### config.mk
export PLATFORM = sky130hd
export DESIGN_NAME = asc_top
export DESIGN_NICKNAME = d
export VERILOG_FILES = /design/src/hw/asc_pkg.sv /design/src/hw/asc_top.sv
export VERILOG_INCLUDE_DIRS = /design/src /design/src/hw
export SDC_FILE = /design/constraint.sdc
export NUM_CORES = 1
export LEC_CHECK = 0
export BUFFER_PORTS_ARGS = -buffer_cell sky130_fd_sc_hd__buf_2
export CELL_PAD_IN_SITES_DETAIL_PLACEMENT = 1
export CELL_PAD_IN_SITES_GLOBAL_PLACEMENT = 1
export CORE_ASPECT_RATIO = 1.4
export CORE_MARGIN = 8
export CORE_UTILIZATION = 49
export DETAILED_ROUTE_END_ITERATION = 8
export GPL_TIMING_DRIVEN = 0
export PLACE_DENSITY_LB_ADDON = 0.15
export REMOVE_ABC_BUFFERS = 1
export SKIP_CTS_REPAIR_TIMING = 1
export SKIP_LAST_GASP = 1
export SLEW_MARGIN = 20
export SYNTH_ARGS = -nofsm -noshare
export SYNTH_HDL_FRONTEND = slang
export SYNTH_SLANG_ARGS = --single-unit
### constraint.sdc
create_clock -name aclk -period 4.25 [get_ports aclk]
set_clock_uncertainty 0.2 [all_clocks]
set_input_delay 0.2125 -clock aclk [delete_from_list [all_inputs] [get_ports aclk]]
set_output_delay 0.2125 -clock aclk [all_outputs]
set_load 0.01 [all_outputs]
### src/hw/asc_params.svh
`ifndef ASC_PARAMS_SVH
`define ASC_PARAMS_SVH
// ==========================================
// Register byte addresses
`define ASC_OFF_CTRL 8'h00
`define ASC_OFF_SEL0 8'h04
`define ASC_OFF_SEL1 8'h08
`define ASC_OFF_SELB 8'h0c
`define ASC_OFF_TRS 8'h10
`define ASC_OFF_CMPC 8'h14
`define ASC_OFF_CMPS 8'h18
`define ASC_OFF_CMPL 8'h1c
`define ASC_OFF_REF0 8'h20
`define ASC_OFF_REF1 8'h24
`define ASC_OFF_STAT 8'h28
`define ASC_OFF_MASK 8'h2c
`define ASC_OFF_RES 8'h40
// ==========================================
// Field positions
`define ASC_CTL_ST 0
`define ASC_CTL_MODE 1
`define ASC_CTL_LP 3
`define ASC_CTL_TRIGEN 4
`define ASC_CTL_EXT 5
`define ASC_CTL_AUTOCLR 8
`define ASC_CTL_BUSY 9
`define ASC_CMP_WIN 0
`define ASC_CMP_AE 1
`define ASC_CMP_AIE 2
`define ASC_ST_END 0
`define ASC_ST_MATCH 1
`define ASC_ST_MISS 2
`define ASC_TRS_B 8
`define ASC_NCH 22
`define ASC_TRS_OFF 6'h3f
`define ASC_RESP_OK 2'b00
`define ASC_RESP_ERR 2'b10
// ==========================================
// Timing
`define ASC_CLK_NS 10
`define ASC_CONV_HS_NS 1000
`define ASC_CONV_LP_NS 2000
`define ASC_CONV_HS_CYC (`ASC_CONV_HS_NS / `ASC_CLK_NS)
`define ASC_CONV_LP_CYC (`ASC_CONV_LP_NS / `ASC_CLK_NS)
`endif

### src/hw/asc_pkg.sv
package asc_pkg;
   typedef enum logic [1:0] {ASC_IDLE = 2'b00, ASC_PICK = 2'b01, ASC_CONV = 2'b10} asc_state_e;
   typedef enum logic [1:0] {ASC_SINGLE = 2'b00, ASC_GROUP = 2'b01, ASC_CONT = 2'b10} asc_mode_e;
   typedef logic [21:0] asc_chmask_t;
   typedef logic [11:0] asc_data_t;
endpackage

### src/hw/asc_top.sv
`timescale 1ns/10ps
`include "asc_params.svh"
module asc_top
   import asc_pkg::*;
(
   input wire logic aclk,
   input wire logic aresetn,
   input wire logic [7:0] s_axi_awaddr,
   input wire logic s_axi_awvalid,
   output logic s_axi_awready,
   input wire logic [31:0] s_axi_wdata,
   input wire logic [3:0] s_axi_wstrb,
   input wire logic s_axi_wvalid,
   output logic s_axi_wready,
   output logic [1:0] s_axi_bresp,
   output logic s_axi_bvalid,
   input wire logic s_axi_bready,
   input wire logic [7:0] s_axi_araddr,
   input wire logic s_axi_arvalid,
   output logic s_axi_arready,
   output logic [31:0] s_axi_rdata,
   output logic [1:0] s_axi_rresp,
   output logic s_axi_rvalid,
   input wire logic s_axi_rready,
   input wire logic [11:0] sar_result,
   input wire logic external_trigger_pin,
   input wire logic link_event_conv_a,
   input wire logic link_event_conv_b,
   output logic [4:0] sar_chan,
   output logic sar_sample,
   output logic sar_low_power,
   output logic scan_busy,
   output logic compare_match_event,
   output logic compare_mismatch_event,
   output logic irq
);
   // ==========================================
   // Bus slave state
   logic awready_reg, wready_reg, bvalid_reg, arready_reg, rvalid_reg;
   logic aw_full_reg, w_full_reg;
   logic [7:0] aw_addr_reg;
   logic [31:0] w_data_reg, rdata_reg;
   logic [3:0] w_strb_reg;
   logic [1:0] bresp_reg, rresp_reg;
   // ==========================================
   // Registers
   logic [9:0] ctrl_reg;
   logic [15:0] sel0_reg;
   logic [5:0] sel1_reg;
   asc_chmask_t selb_reg, cmps_reg, cmpl_reg;
   logic [13:0] trs_reg;
   logic [2:0] cmpc_reg, stat_reg, mask_reg;
   asc_data_t ref0_reg, ref1_reg;
   asc_data_t res_reg [`ASC_NCH];
   // ==========================================
   // Scan engine state
   asc_state_e state_reg;
   asc_chmask_t pend_reg;
   logic [7:0] cnt_reg;
   logic [4:0] chan_reg;
   logic grp_b_reg, sample_reg, match_reg, miss_reg, irq_reg;
   logic ext_s1_reg, ext_s2_reg, ext_s3_reg;

   // ==========================================
   // Write decode
   wire wr_en = aw_full_reg && w_full_reg && !bvalid_reg;
   wire [31:0] wmask = {{8{w_strb_reg[3]}}, {8{w_strb_reg[2]}}, {8{w_strb_reg[1]}}, {8{w_strb_reg[0]}}};
   wire [31:0] wd = w_data_reg & wmask;
   wire wr_ctrl = wr_en && aw_addr_reg == `ASC_OFF_CTRL;
   wire wr_sel0 = wr_en && aw_addr_reg == `ASC_OFF_SEL0;
   wire wr_sel1 = wr_en && aw_addr_reg == `ASC_OFF_SEL1;
   wire wr_selb = wr_en && aw_addr_reg == `ASC_OFF_SELB;
   wire wr_trs = wr_en && aw_addr_reg == `ASC_OFF_TRS;
   wire wr_cmpc = wr_en && aw_addr_reg == `ASC_OFF_CMPC;
   wire wr_cmps = wr_en && aw_addr_reg == `ASC_OFF_CMPS;
   wire wr_cmpl = wr_en && aw_addr_reg == `ASC_OFF_CMPL;
   wire wr_ref0 = wr_en && aw_addr_reg == `ASC_OFF_REF0;
   wire wr_ref1 = wr_en && aw_addr_reg == `ASC_OFF_REF1;
   wire wr_stat = wr_en && aw_addr_reg == `ASC_OFF_STAT;
   wire wr_mask = wr_en && aw_addr_reg == `ASC_OFF_MASK;
   wire [7:0] wr_rel = aw_addr_reg - `ASC_OFF_RES;
   wire wr_res = wr_en && aw_addr_reg >= `ASC_OFF_RES && wr_rel[7:2] < 6'(`ASC_NCH);
   wire wr_ok = wr_ctrl || wr_sel0 || wr_sel1 || wr_selb || wr_trs || wr_cmpc || wr_cmps || wr_cmpl
      || wr_ref0 || wr_ref1 || wr_stat || wr_mask || wr_res;
   wire [31:0] ctrl_w = ({22'h0, ctrl_reg} & ~wmask) | wd;

   // ==========================================
   // Read decode
   wire ar_hs = s_axi_arvalid && arready_reg;
   wire [7:0] ra = s_axi_araddr;
   wire [7:0] rd_rel = ra - `ASC_OFF_RES;
   wire [4:0] rd_idx = rd_rel[6:2];
   wire rd_res = ra >= `ASC_OFF_RES && rd_rel[7:2] < 6'(`ASC_NCH);
   wire [31:0] rd_val =
      ra == `ASC_OFF_CTRL ? {22'h0, ctrl_reg} :
      ra == `ASC_OFF_SEL0 ? {16'h0, sel0_reg} :
      ra == `ASC_OFF_SEL1 ? {26'h0, sel1_reg} :
      ra == `ASC_OFF_SELB ? {10'h0, selb_reg} :
      ra == `ASC_OFF_TRS ? {18'h0, trs_reg} :
      ra == `ASC_OFF_CMPC ? {29'h0, cmpc_reg} :
      ra == `ASC_OFF_CMPS ? {10'h0, cmps_reg} :
      ra == `ASC_OFF_CMPL ? {10'h0, cmpl_reg} :
      ra == `ASC_OFF_REF0 ? {20'h0, ref0_reg} :
      ra == `ASC_OFF_REF1 ? {20'h0, ref1_reg} :
      ra == `ASC_OFF_STAT ? {29'h0, stat_reg} :
      ra == `ASC_OFF_MASK ? {29'h0, mask_reg} :
      rd_res ? {20'h0, res_reg[rd_idx]} : 32'h0;
   wire rd_ok = rd_res || ra <= `ASC_OFF_MASK && ra[1:0] == 2'h0;

   // ==========================================
   // AXI4-Lite handshakes, write answers one cycle after both halves held
   always_ff @(posedge aclk)
   begin
      if (!aresetn)
      begin
         awready_reg <= 1'b0;
         wready_reg <= 1'b0;
         aw_full_reg <= 1'b0;
         w_full_reg <= 1'b0;
         bvalid_reg <= 1'b0;
         bresp_reg <= `ASC_RESP_OK;
         aw_addr_reg <= 8'h00;
         w_data_reg <= 32'h0;
         w_strb_reg <= 4'h0;
      end
      else
      begin
         awready_reg <= !aw_full_reg && !(s_axi_awvalid && awready_reg);
         wready_reg <= !w_full_reg && !(s_axi_wvalid && wready_reg);
         if (s_axi_awvalid && awready_reg)
         begin
            aw_full_reg <= 1'b1;
            aw_addr_reg <= s_axi_awaddr;
         end
         if (s_axi_wvalid && wready_reg)
         begin
            w_full_reg <= 1'b1;
            w_data_reg <= s_axi_wdata;
            w_strb_reg <= s_axi_wstrb;
         end
         if (wr_en)
         begin
            bvalid_reg <= 1'b1;
            bresp_reg <= wr_ok ? `ASC_RESP_OK : `ASC_RESP_ERR;
         end
         else if (bvalid_reg && s_axi_bready)
         begin
            bvalid_reg <= 1'b0;
            aw_full_reg <= 1'b0;
            w_full_reg <= 1'b0;
         end
      end
   end

   always_ff @(posedge aclk)
   begin
      if (!aresetn)
      begin
         arready_reg <= 1'b0;
         rvalid_reg <= 1'b0;
         rdata_reg <= 32'h0;
         rresp_reg <= `ASC_RESP_OK;
      end
      else if (ar_hs)
      begin
         arready_reg <= 1'b0;
         rvalid_reg <= 1'b1;
         rdata_reg <= rd_val;
         rresp_reg <= rd_ok ? `ASC_RESP_OK : `ASC_RESP_ERR;
      end
      else if (rvalid_reg && s_axi_rready || !rvalid_reg)
      begin
         rvalid_reg <= 1'b0;
         arready_reg <= 1'b1;
      end
   end

   // ==========================================
   // Start sources
   wire idle = state_reg == ASC_IDLE;
   wire [1:0] mode = ctrl_reg[`ASC_CTL_MODE +: 2];
   wire trig_en = ctrl_reg[`ASC_CTL_TRIGEN];
   wire ext_sel = ctrl_reg[`ASC_CTL_EXT];
   wire ext_rise = ext_s2_reg && !ext_s3_reg;
   wire sw_go = wr_ctrl && wd[`ASC_CTL_ST] && w_strb_reg[0];
   wire link_ok_a = trig_en && !ext_sel && trs_reg[5:0] != `ASC_TRS_OFF;
   wire link_ok_b = trig_en && !ext_sel && trs_reg[`ASC_TRS_B +: 6] != `ASC_TRS_OFF;
   wire grp_mode = mode == ASC_GROUP;
   wire go_b = grp_mode && link_ok_b && link_event_conv_b && !(link_ok_a && link_event_conv_a);
   wire go_a = sw_go || link_ok_a && link_event_conv_a || trig_en && ext_sel && ext_rise && !grp_mode;
   wire [21:0] sel_a = {sel1_reg, sel0_reg};
   wire [21:0] sel_go = go_b ? selb_reg : sel_a;
   wire start = idle && (go_a || go_b) && sel_go != 22'h0;

   // ==========================================
   // Lowest pending channel first
   logic [4:0] low_ch;
   always_comb
   begin
      low_ch = 5'h00;
      for (int i = `ASC_NCH - 1; i >= 0; i--)
      begin
         if (pend_reg[i])
         begin
            low_ch = 5'(i);
         end
      end
   end

   wire conv_end = state_reg == ASC_CONV && cnt_reg == 8'h00;
   wire [21:0] pend_left = pend_reg & ~(22'h1 << chan_reg);
   wire scan_done = conv_end && pend_left == 22'h0;
   wire cont_go = mode == ASC_CONT && ctrl_reg[`ASC_CTL_ST] && !(wr_ctrl && !ctrl_w[`ASC_CTL_ST]);
   wire [7:0] conv_cyc = ctrl_reg[`ASC_CTL_LP] ? 8'(`ASC_CONV_LP_CYC - 1) : 8'(`ASC_CONV_HS_CYC - 1);

   always_ff @(posedge aclk)
   begin
      if (!aresetn)
      begin
         state_reg <= ASC_IDLE;
         pend_reg <= 22'h0;
         cnt_reg <= 8'h00;
         chan_reg <= 5'h00;
         grp_b_reg <= 1'b0;
         sample_reg <= 1'b0;
      end
      else
      begin
         sample_reg <= 1'b0;
         case (state_reg)
            ASC_IDLE:
            begin
               if (start)
               begin
                  pend_reg <= sel_go;
                  grp_b_reg <= go_b;
                  state_reg <= ASC_PICK;
               end
            end
            ASC_PICK:
            begin
               chan_reg <= low_ch;
               cnt_reg <= conv_cyc;
               sample_reg <= 1'b1;
               state_reg <= ASC_CONV;
            end
            ASC_CONV:
            begin
               if (conv_end)
               begin
                  pend_reg <= pend_left;
                  if (pend_left != 22'h0)
                  begin
                     state_reg <= ASC_PICK;
                  end
                  else if (cont_go)
                  begin
                     pend_reg <= grp_b_reg ? selb_reg : sel_a;
                     state_reg <= ASC_PICK;
                  end
                  else
                  begin
                     state_reg <= ASC_IDLE;
                  end
               end
               else
               begin
                  cnt_reg <= cnt_reg - 8'h01;
               end
            end
            default:
            begin
               state_reg <= ASC_IDLE;
            end
         endcase
      end
   end

   // ==========================================
   // Control register; scan start bit set by start, cleared on single/group end
   always_ff @(posedge aclk)
   begin
      if (!aresetn)
      begin
         ctrl_reg <= 10'h000;
      end
      else
      begin
         if (wr_ctrl)
         begin
            ctrl_reg[8:0] <= ctrl_w[8:0];
         end
         if (start)
         begin
            ctrl_reg[`ASC_CTL_ST] <= 1'b1;
         end
         else if (scan_done && !cont_go)
         begin
            ctrl_reg[`ASC_CTL_ST] <= 1'b0;
         end
         else if (idle && wr_ctrl)
         begin
            ctrl_reg[`ASC_CTL_ST] <= 1'b0;
         end
         ctrl_reg[`ASC_CTL_BUSY] <= !(idle && !start) && !(scan_done && !cont_go);
      end
   end

   always_ff @(posedge aclk)
   begin
      if (!aresetn)
      begin
         sel0_reg <= 16'h0;
         sel1_reg <= 6'h0;
         selb_reg <= 22'h0;
         trs_reg <= {`ASC_TRS_OFF, 2'h0, `ASC_TRS_OFF};
         cmpc_reg <= 3'h0;
         cmps_reg <= 22'h0;
         cmpl_reg <= 22'h0;
         ref0_reg <= 12'h0;
         ref1_reg <= 12'h0;
         mask_reg <= 3'h0;
      end
      else
      begin
         if (wr_sel0) sel0_reg <= wd[15:0];
         if (wr_sel1) sel1_reg <= wd[5:0];
         if (wr_selb) selb_reg <= wd[21:0];
         if (wr_trs) trs_reg <= {wd[13:8], 2'h0, wd[5:0]};
         if (wr_cmpc) cmpc_reg <= wd[2:0];
         if (wr_cmps) cmps_reg <= wd[21:0];
         if (wr_cmpl) cmpl_reg <= wd[21:0];
         if (wr_ref0) ref0_reg <= wd[11:0];
         if (wr_ref1) ref1_reg <= wd[11:0];
         if (wr_mask) mask_reg <= wd[2:0];
      end
   end

   // ==========================================
   // Window compare on the sample as it lands
   wire cond = cmpl_reg[chan_reg];
   wire in_win = ref0_reg < sar_result && sar_result < ref1_reg;
   wire out_win = sar_result < ref0_reg || ref1_reg < sar_result;
   wire met = cmpc_reg[`ASC_CMP_WIN] ? (cond ? in_win : out_win)
      : (cond ? ref0_reg < sar_result : ref0_reg > sar_result);
   wire cmp_ok = conv_end && cmpc_reg[`ASC_CMP_AE] && cmps_reg[chan_reg];
   wire [2:0] st_set = {cmp_ok && !met, cmp_ok && met && cmpc_reg[`ASC_CMP_AIE], scan_done};

   always_ff @(posedge aclk)
   begin
      if (!aresetn)
      begin
         match_reg <= 1'b0;
         miss_reg <= 1'b0;
         stat_reg <= 3'h0;
         irq_reg <= 1'b0;
         ext_s1_reg <= 1'b0;
         ext_s2_reg <= 1'b0;
         ext_s3_reg <= 1'b0;
      end
      else
      begin
         match_reg <= cmp_ok && met;
         miss_reg <= cmp_ok && !met;
         // Set beats a write-one-to-clear in the same cycle
         stat_reg <= (stat_reg & ~(wr_stat ? wd[2:0] : 3'h0)) | st_set;
         irq_reg <= |(stat_reg & mask_reg);
         ext_s1_reg <= external_trigger_pin;
         ext_s2_reg <= ext_s1_reg;
         ext_s3_reg <= ext_s2_reg;
      end
   end

   // ==========================================
   // Per-channel results; a landing sample wins over a clearing read
   genvar g;
   generate
      for (g = 0; g < `ASC_NCH; g++)
      begin : g_res
         wire land = conv_end && chan_reg == 5'(g);
         wire rclr = ar_hs && rd_res && rd_idx == 5'(g) && ctrl_reg[`ASC_CTL_AUTOCLR];
         always_ff @(posedge aclk)
         begin
            if (!aresetn)
               res_reg[g] <= 12'h000;
            else if (land)
               res_reg[g] <= sar_result;
            else if (rclr)
               res_reg[g] <= 12'h000;
         end
      end
   endgenerate

   assign s_axi_awready = awready_reg;
   assign s_axi_wready = wready_reg;
   assign s_axi_bvalid = bvalid_reg;
   assign s_axi_bresp = bresp_reg;
   assign s_axi_arready = arready_reg;
   assign s_axi_rvalid = rvalid_reg;
   assign s_axi_rdata = rdata_reg;
   assign s_axi_rresp = rresp_reg;
   assign sar_chan = chan_reg;
   assign sar_sample = sample_reg;
   assign sar_low_power = ctrl_reg[`ASC_CTL_LP];
   assign scan_busy = ctrl_reg[`ASC_CTL_BUSY];
   assign compare_match_event = match_reg;
   assign compare_mismatch_event = miss_reg;
   assign irq = irq_reg;

   wire [21:0] below = (22'h1 << chan_reg) - 22'h1;
endmodule // asc_top

Yosys cells after proc, flatten, opt, wreduce, memory -nomap -nowiden

Memory sizes are Yosys's and may differ from the RTL's.
Index checks and enable logic that the tools add are counted.

Add/sub/neg operators: 3
Multipliers: 0
Divide/modulo/power cells: 0
Magnitude comparators: 11
Eq/ne operators: 73
Shifts and indexed selects: 1
Mux-type cells: 274
Bitwise logic cells: 55
Reductions and logical operators: 178

Operators by type and width:

| operator               | number |
|---|---|
| $mux W12               | 49 |
| $mux W22               | 14 |
| $mux W1                | 177 |
| $logic_and A1 B1 Y1    | 122 |
| $mux W5                | 22 |
| $eq A5 B4 Y1 const B   | 16 |
| $eq A8 B5 Y1 const B   | 8 |
| $eq A8 B6 Y1 const B   | 8 |
| $eq A5 B5 Y1 const B   | 12 |
| $lt A12 B12 Y1         | 4 |
| $and A22 B22 Y22       | 2 |
| $or A1 B1 Y1           | 44 |
| $pmux W22 S2           | 1 |
| $reduce_bool A22 Y1    | 2 |
| $eq A5 B3 Y1 const B   | 8 |
| $eq A8 B4 Y1 const B   | 4 |
| $logic_not A8 Y1       | 3 |
| $logic_not A22 Y1      | 1 |
| $not A22 Y22           | 1 |
| $shl A1 B5 Y22 const A | 1 |
| $eq A5 B2 Y1 const B   | 4 |
| $logic_or A1 B1 Y1     | 18 |
| $logic_not A1 Y1       | 17 |
| $eq A8 B3 Y1 const B   | 2 |
| other kinds (34)       | 55 |

Register bits after elaboration: 264
Latch bits: 0
Bits in writable memories: 264
Bits in read-only memories: 0
Input bits: 74
Output and inout port bits: 52
Word-level logic and storage cells: 635
Memories: 1

Memories:

| memory  | depth | width | rd ports | clocked after memory_dff | write ports | line          | source |
|---|---|---|---|---|---|---|---|
| res_reg | 22    | 12    | 1        | 0                        | 22          | asc_top.sv:54 | `` asc_data_t res_reg [`ASC_NCH]; `` |

Depth between registers and ports, before layout

Depth after elaboration: 22
Gate-level depth with buffers: 12
Depth with buffers taken out: 9

Worst setup path after synthesis

OpenSTA, ideal clock, no wires.

Path kind: input-to-reg
From: in s_axi_araddr[6]
To: mem res_reg[20][0] in the netlist's numbering (enable)
Setup time: 0.425 ns
Arrival time: 3.065 ns
Required time: 3.625 ns
Setup slack: 0.559 ns
Stages: 6
Buffers on the path: 0
Cell sequence: inv_1 -> ha_1 -> a21boi_0 -> nor3b_1 -> nand3_1 -> o311ai_0

RTL lines:

| what               | line          | source |
|---|---|---|
| start: declaration | asc_top.sv:18 | `input wire logic [7:0] s_axi_araddr,` |
| end: declaration   | asc_top.sv:54 |  |

==> results by group <==
Logic synthesis
  • Syn Area/Cell: 10.23 um2
  • Sequential element share of the synthesized area: 50.86%
  • Synthesis-stage register bit count: 516
  • Top-area cell type share of the netlist area: 31.08%
  • Most area-hungry cell type in the Yosys netlist: edfxtp_1
  • Count of flip-flops with a built-in enable after synthesis: 264
  • Cell types occupying the most area after synthesis: edfxtp_1, dfxtp_1, mux4_2, nand2_1, a21oi_1
  • Yosys warning total: 0
  • Post-Syn Instances: 2494
  • Post-synth cell types: 76
  • Netlist Area Pre-Place: 0.02551 mm2
  • Share of async-settable or async-resettable flops after synthesis: 0%
  • Most used flip-flop cell after synthesis: edfxtp_1

Global route
  • Total congestion overflow after global routing: 0
  • Via count of the first global-routing pass: 21980
  • Initial antenna violation count: 1
  • Pin count of the biggest net entering global routing: 106
  • Wire length of the first global-routing pass: 142.7 mm
  • GRT Overall Usage: 31.65%

Timing
  • Final clock period utilization by the worst path: 94.28%
  • Final Hold Vio Count: 2
  • Final critical path time including I/O delays and setup: 4.007 ns
  • Highest attainable clock frequency: 249.6 MHz
  • Max Transition Viols Final: 0
  • RSZ-0062 raised after global routing: no
  • Worst hold slack: -0.05037 ns
  • Number of endpoints failing setup at the final stage: 0
  • Worst Tran Pin Value: 1.182 ns
  • Max transition margin: 20.88%

Status
  • Outcome: finished with violations
  • Violations in the final reports: hold timing

Die
  • Die H: 286.0 um
  • Floorplan die area: 0.05971 mm2
  • Die boundary width: 208.8 um
  • Area of the core: 0.05178 mm2
  • Top-Level Pins: 126
  • Total number of placement rows: 99
  • Initial core utilization: 49.26%

Min path
  • Hold crit path type: in2reg
  • Hold wc startpoint: s_axi_awvalid
  • Number of instances on the worst hold path: 3

Clocking
  • Root buffer selected by CTS: clkbuf_16
  • Number of clock buffers inserted by TritonCTS: 51
  • Number of buffers on the longest clock path: 3
  • Clock tree from TritonCTS: done
  • H-tree lvl count: 2
  • Worst-Skew Late Latency: 0.62 ns
  • Clock Pin Slew Worst Setup and Hold Paths: 0.06 ns
  • Num Clock Sinks: 516

Finish
  • Ant. Diodes: 0
  • Commonest non-fill, non-tap cell in the layout: nand2_1
  • Ratio of cells with drive above 1 in the final layout: 18.19%
  • Leading cell types in the layout, fill and taps excluded: nand2_1, edfxtp_1, dfxtp_1, nor2_1, a21oi_1
  • Final core occ: 56.32%
  • Largest register FFs: 264
  • Post-route non-filler standard cell count: 3235
  • Layout Cell Area excl Fill: 0.02916 mm2
  • Layout-stage area growth over the synthesis result: 14.32%
  • Net total in the final layout: 2642

Placement
  • Estimated wirelength of the detail-placed design: 67.53 mm
  • Area after DPL: 0.02683 mm2
  • Cells after DPL: 3079
  • Final weighted congestion of routability-driven global placement: 0.9612
  • Number of buffers added on ports: 102

Power and ir drop
  • Peak VDD IR: 321.8 uV
  • Leak: 9.995 nW
  • Power per standard cell area: 373.0 mW/mm2

Detailed routing
  • Routed wire per std cell: 30.00 um
  • DR vias/cell: 6.577
  • Post-route DRC violation count: 0
  • 1st-iter DRT viols: 1806
  • Via total after detailed routing: 21280
  • WL final: 97.04 mm
  • Remaining antenna violation count after routing: 0
  • Number of optimization iterations in the first detailed-route pass: 5

Critical path
  • Endpoint of the most critical register-to-register path: res_reg[16][3]
  • Path depth of the worst reg2reg path: 10
  • Critical path capture point: res_reg[16][3]
  • Endpoint kind of the worst setup timing path: register
  • Type of the worst setup path: reg2reg
  • Register-to-register setup slack: 0.24 ns
  • Worst Setup Start Kind: register
  • Required time reported for the critical path endpoint: 4.35 ns
  • Start point of the critical path: cnt_reg[2]
  • Arrival time reported for the critical path endpoint: 4.11 ns
  • Worst-path maximum fanout: 72
  • Critical register-to-register path startpoint: cnt_reg[2]

Run
  • Max-capacitance violation count: 0
## per-stage QoR
stage | hold WS (ns) | setup TNS, ns | setup slack, ns | power, mW
finish | -0.05037 | 0 | 0.2430 | 10.88
global route | 0.006626 | 0 | 0.07275 | 11.14
detailed placement | 0.2329 | -11.21 | -0.5168 | 6.195
floorplan | 0.1014 | -319.93 | -2.406 | 5.803
CTS | -0.4138 | -11.90 | -0.5600 | 10.88
global placement | 0.2274 | -2200.37 | -6.835 | 6.146
## worst min path at each step
stage               endpoint  slack, ns
3_3_place_gp      ext_s2_reg       0.23
3_5_place_dp      ext_s1_reg       0.23
5_1_grt        s_axi_awready      0.007
2_1_floorplan     trs_reg[0]       0.10
4_1_cts           ext_s1_reg      -0.41
6_report       s_axi_awready      -0.05
## Yosys cell counts (5+ instances only)
master / n
buf_4: 16
a21oi_2: 20
o21ai_1: 7
and2_1: 67
nor3b_1: 6
dfxtp_1: 252
edfxtp_1: 264
o32ai_2: 20
or4_1: 5
o21ai_0: 68
and3_1: 5
a21o_1: 10
a22o_1: 8
o22ai_1: 9
buf_1: 13
nor3_1: 150
clkinv_1: 12
nor4_1: 119
a32oi_1: 5
ha_1: 30
a21oi_1: 183
clkbuf_1: 179
nand2_1: 281
nor2_1: 218
nand4_1: 19
o211ai_1: 20
a211oi_1: 11
mux2_2: 49
a221oi_1: 10
nand2b_1: 19
a31oi_1: 5
o221ai_1: 23
a22oi_1: 19
a222oi_1: 9
or2_2: 13
or3_1: 7
nor2b_1: 23
o31ai_1: 12
mux2i_1: 53
buf_2: 14
inv_1: 39
mux4_2: 78
nand3_1: 57
nand3b_1: 6
## critical path: stages, from the launching register on
cell      delay [ns]
dfxtp_1         0.35
nor3_1          0.33
nand3b_1        0.26
nor4_4          0.32
buf_4           0.21
nand2_4         0.19
buf_16          0.34
buf_16          0.23
nor4_2          0.62
buf_4           0.30
or3_4           0.28
## area by class of cell
cell class / count / area, um2
Inverter: 51 / 198.9
Sequential cell: 516 / 12980
Clock inverter: 26 / 261.5
Fill cell: 5575 / 22620
Multi-Input combinational cell: 1712 / 11690
Timing Repair Buffer: 206 / 1764
Tap cell: 656 / 820.8
Clock buffer: 68 / 1443
## routing by layer
metal,part of all wire (%),global-route usage (%)
met5,0.018,0
met4,8.9,24.48
met3,5.2,4.173
met2,50,54.38
met1,36,35.38
## logic make-up after synthesis
kind of cell               after synthesis  share of synthesized area, %
and+or+nand+nor                       1015                         19.31
DFF                                    516                         50.86
AOI/OAI and AO/OA                      474                         12.68
buffers and inverters                  277                         4.498
muxes                                  180                         11.13
adders and majority gates               30                         1.472
other                                    1                       0.01470
xor gates and xnor gates                 1                       0.03435
## power breakdown
part / internal (mW) / switching (mW)
combinational: 0.259 / 0.489
clock: 2.68 / 2.05
sequential: 5.33 / 0.0654
No activity file was read; power rests on OpenSTA's default activity.
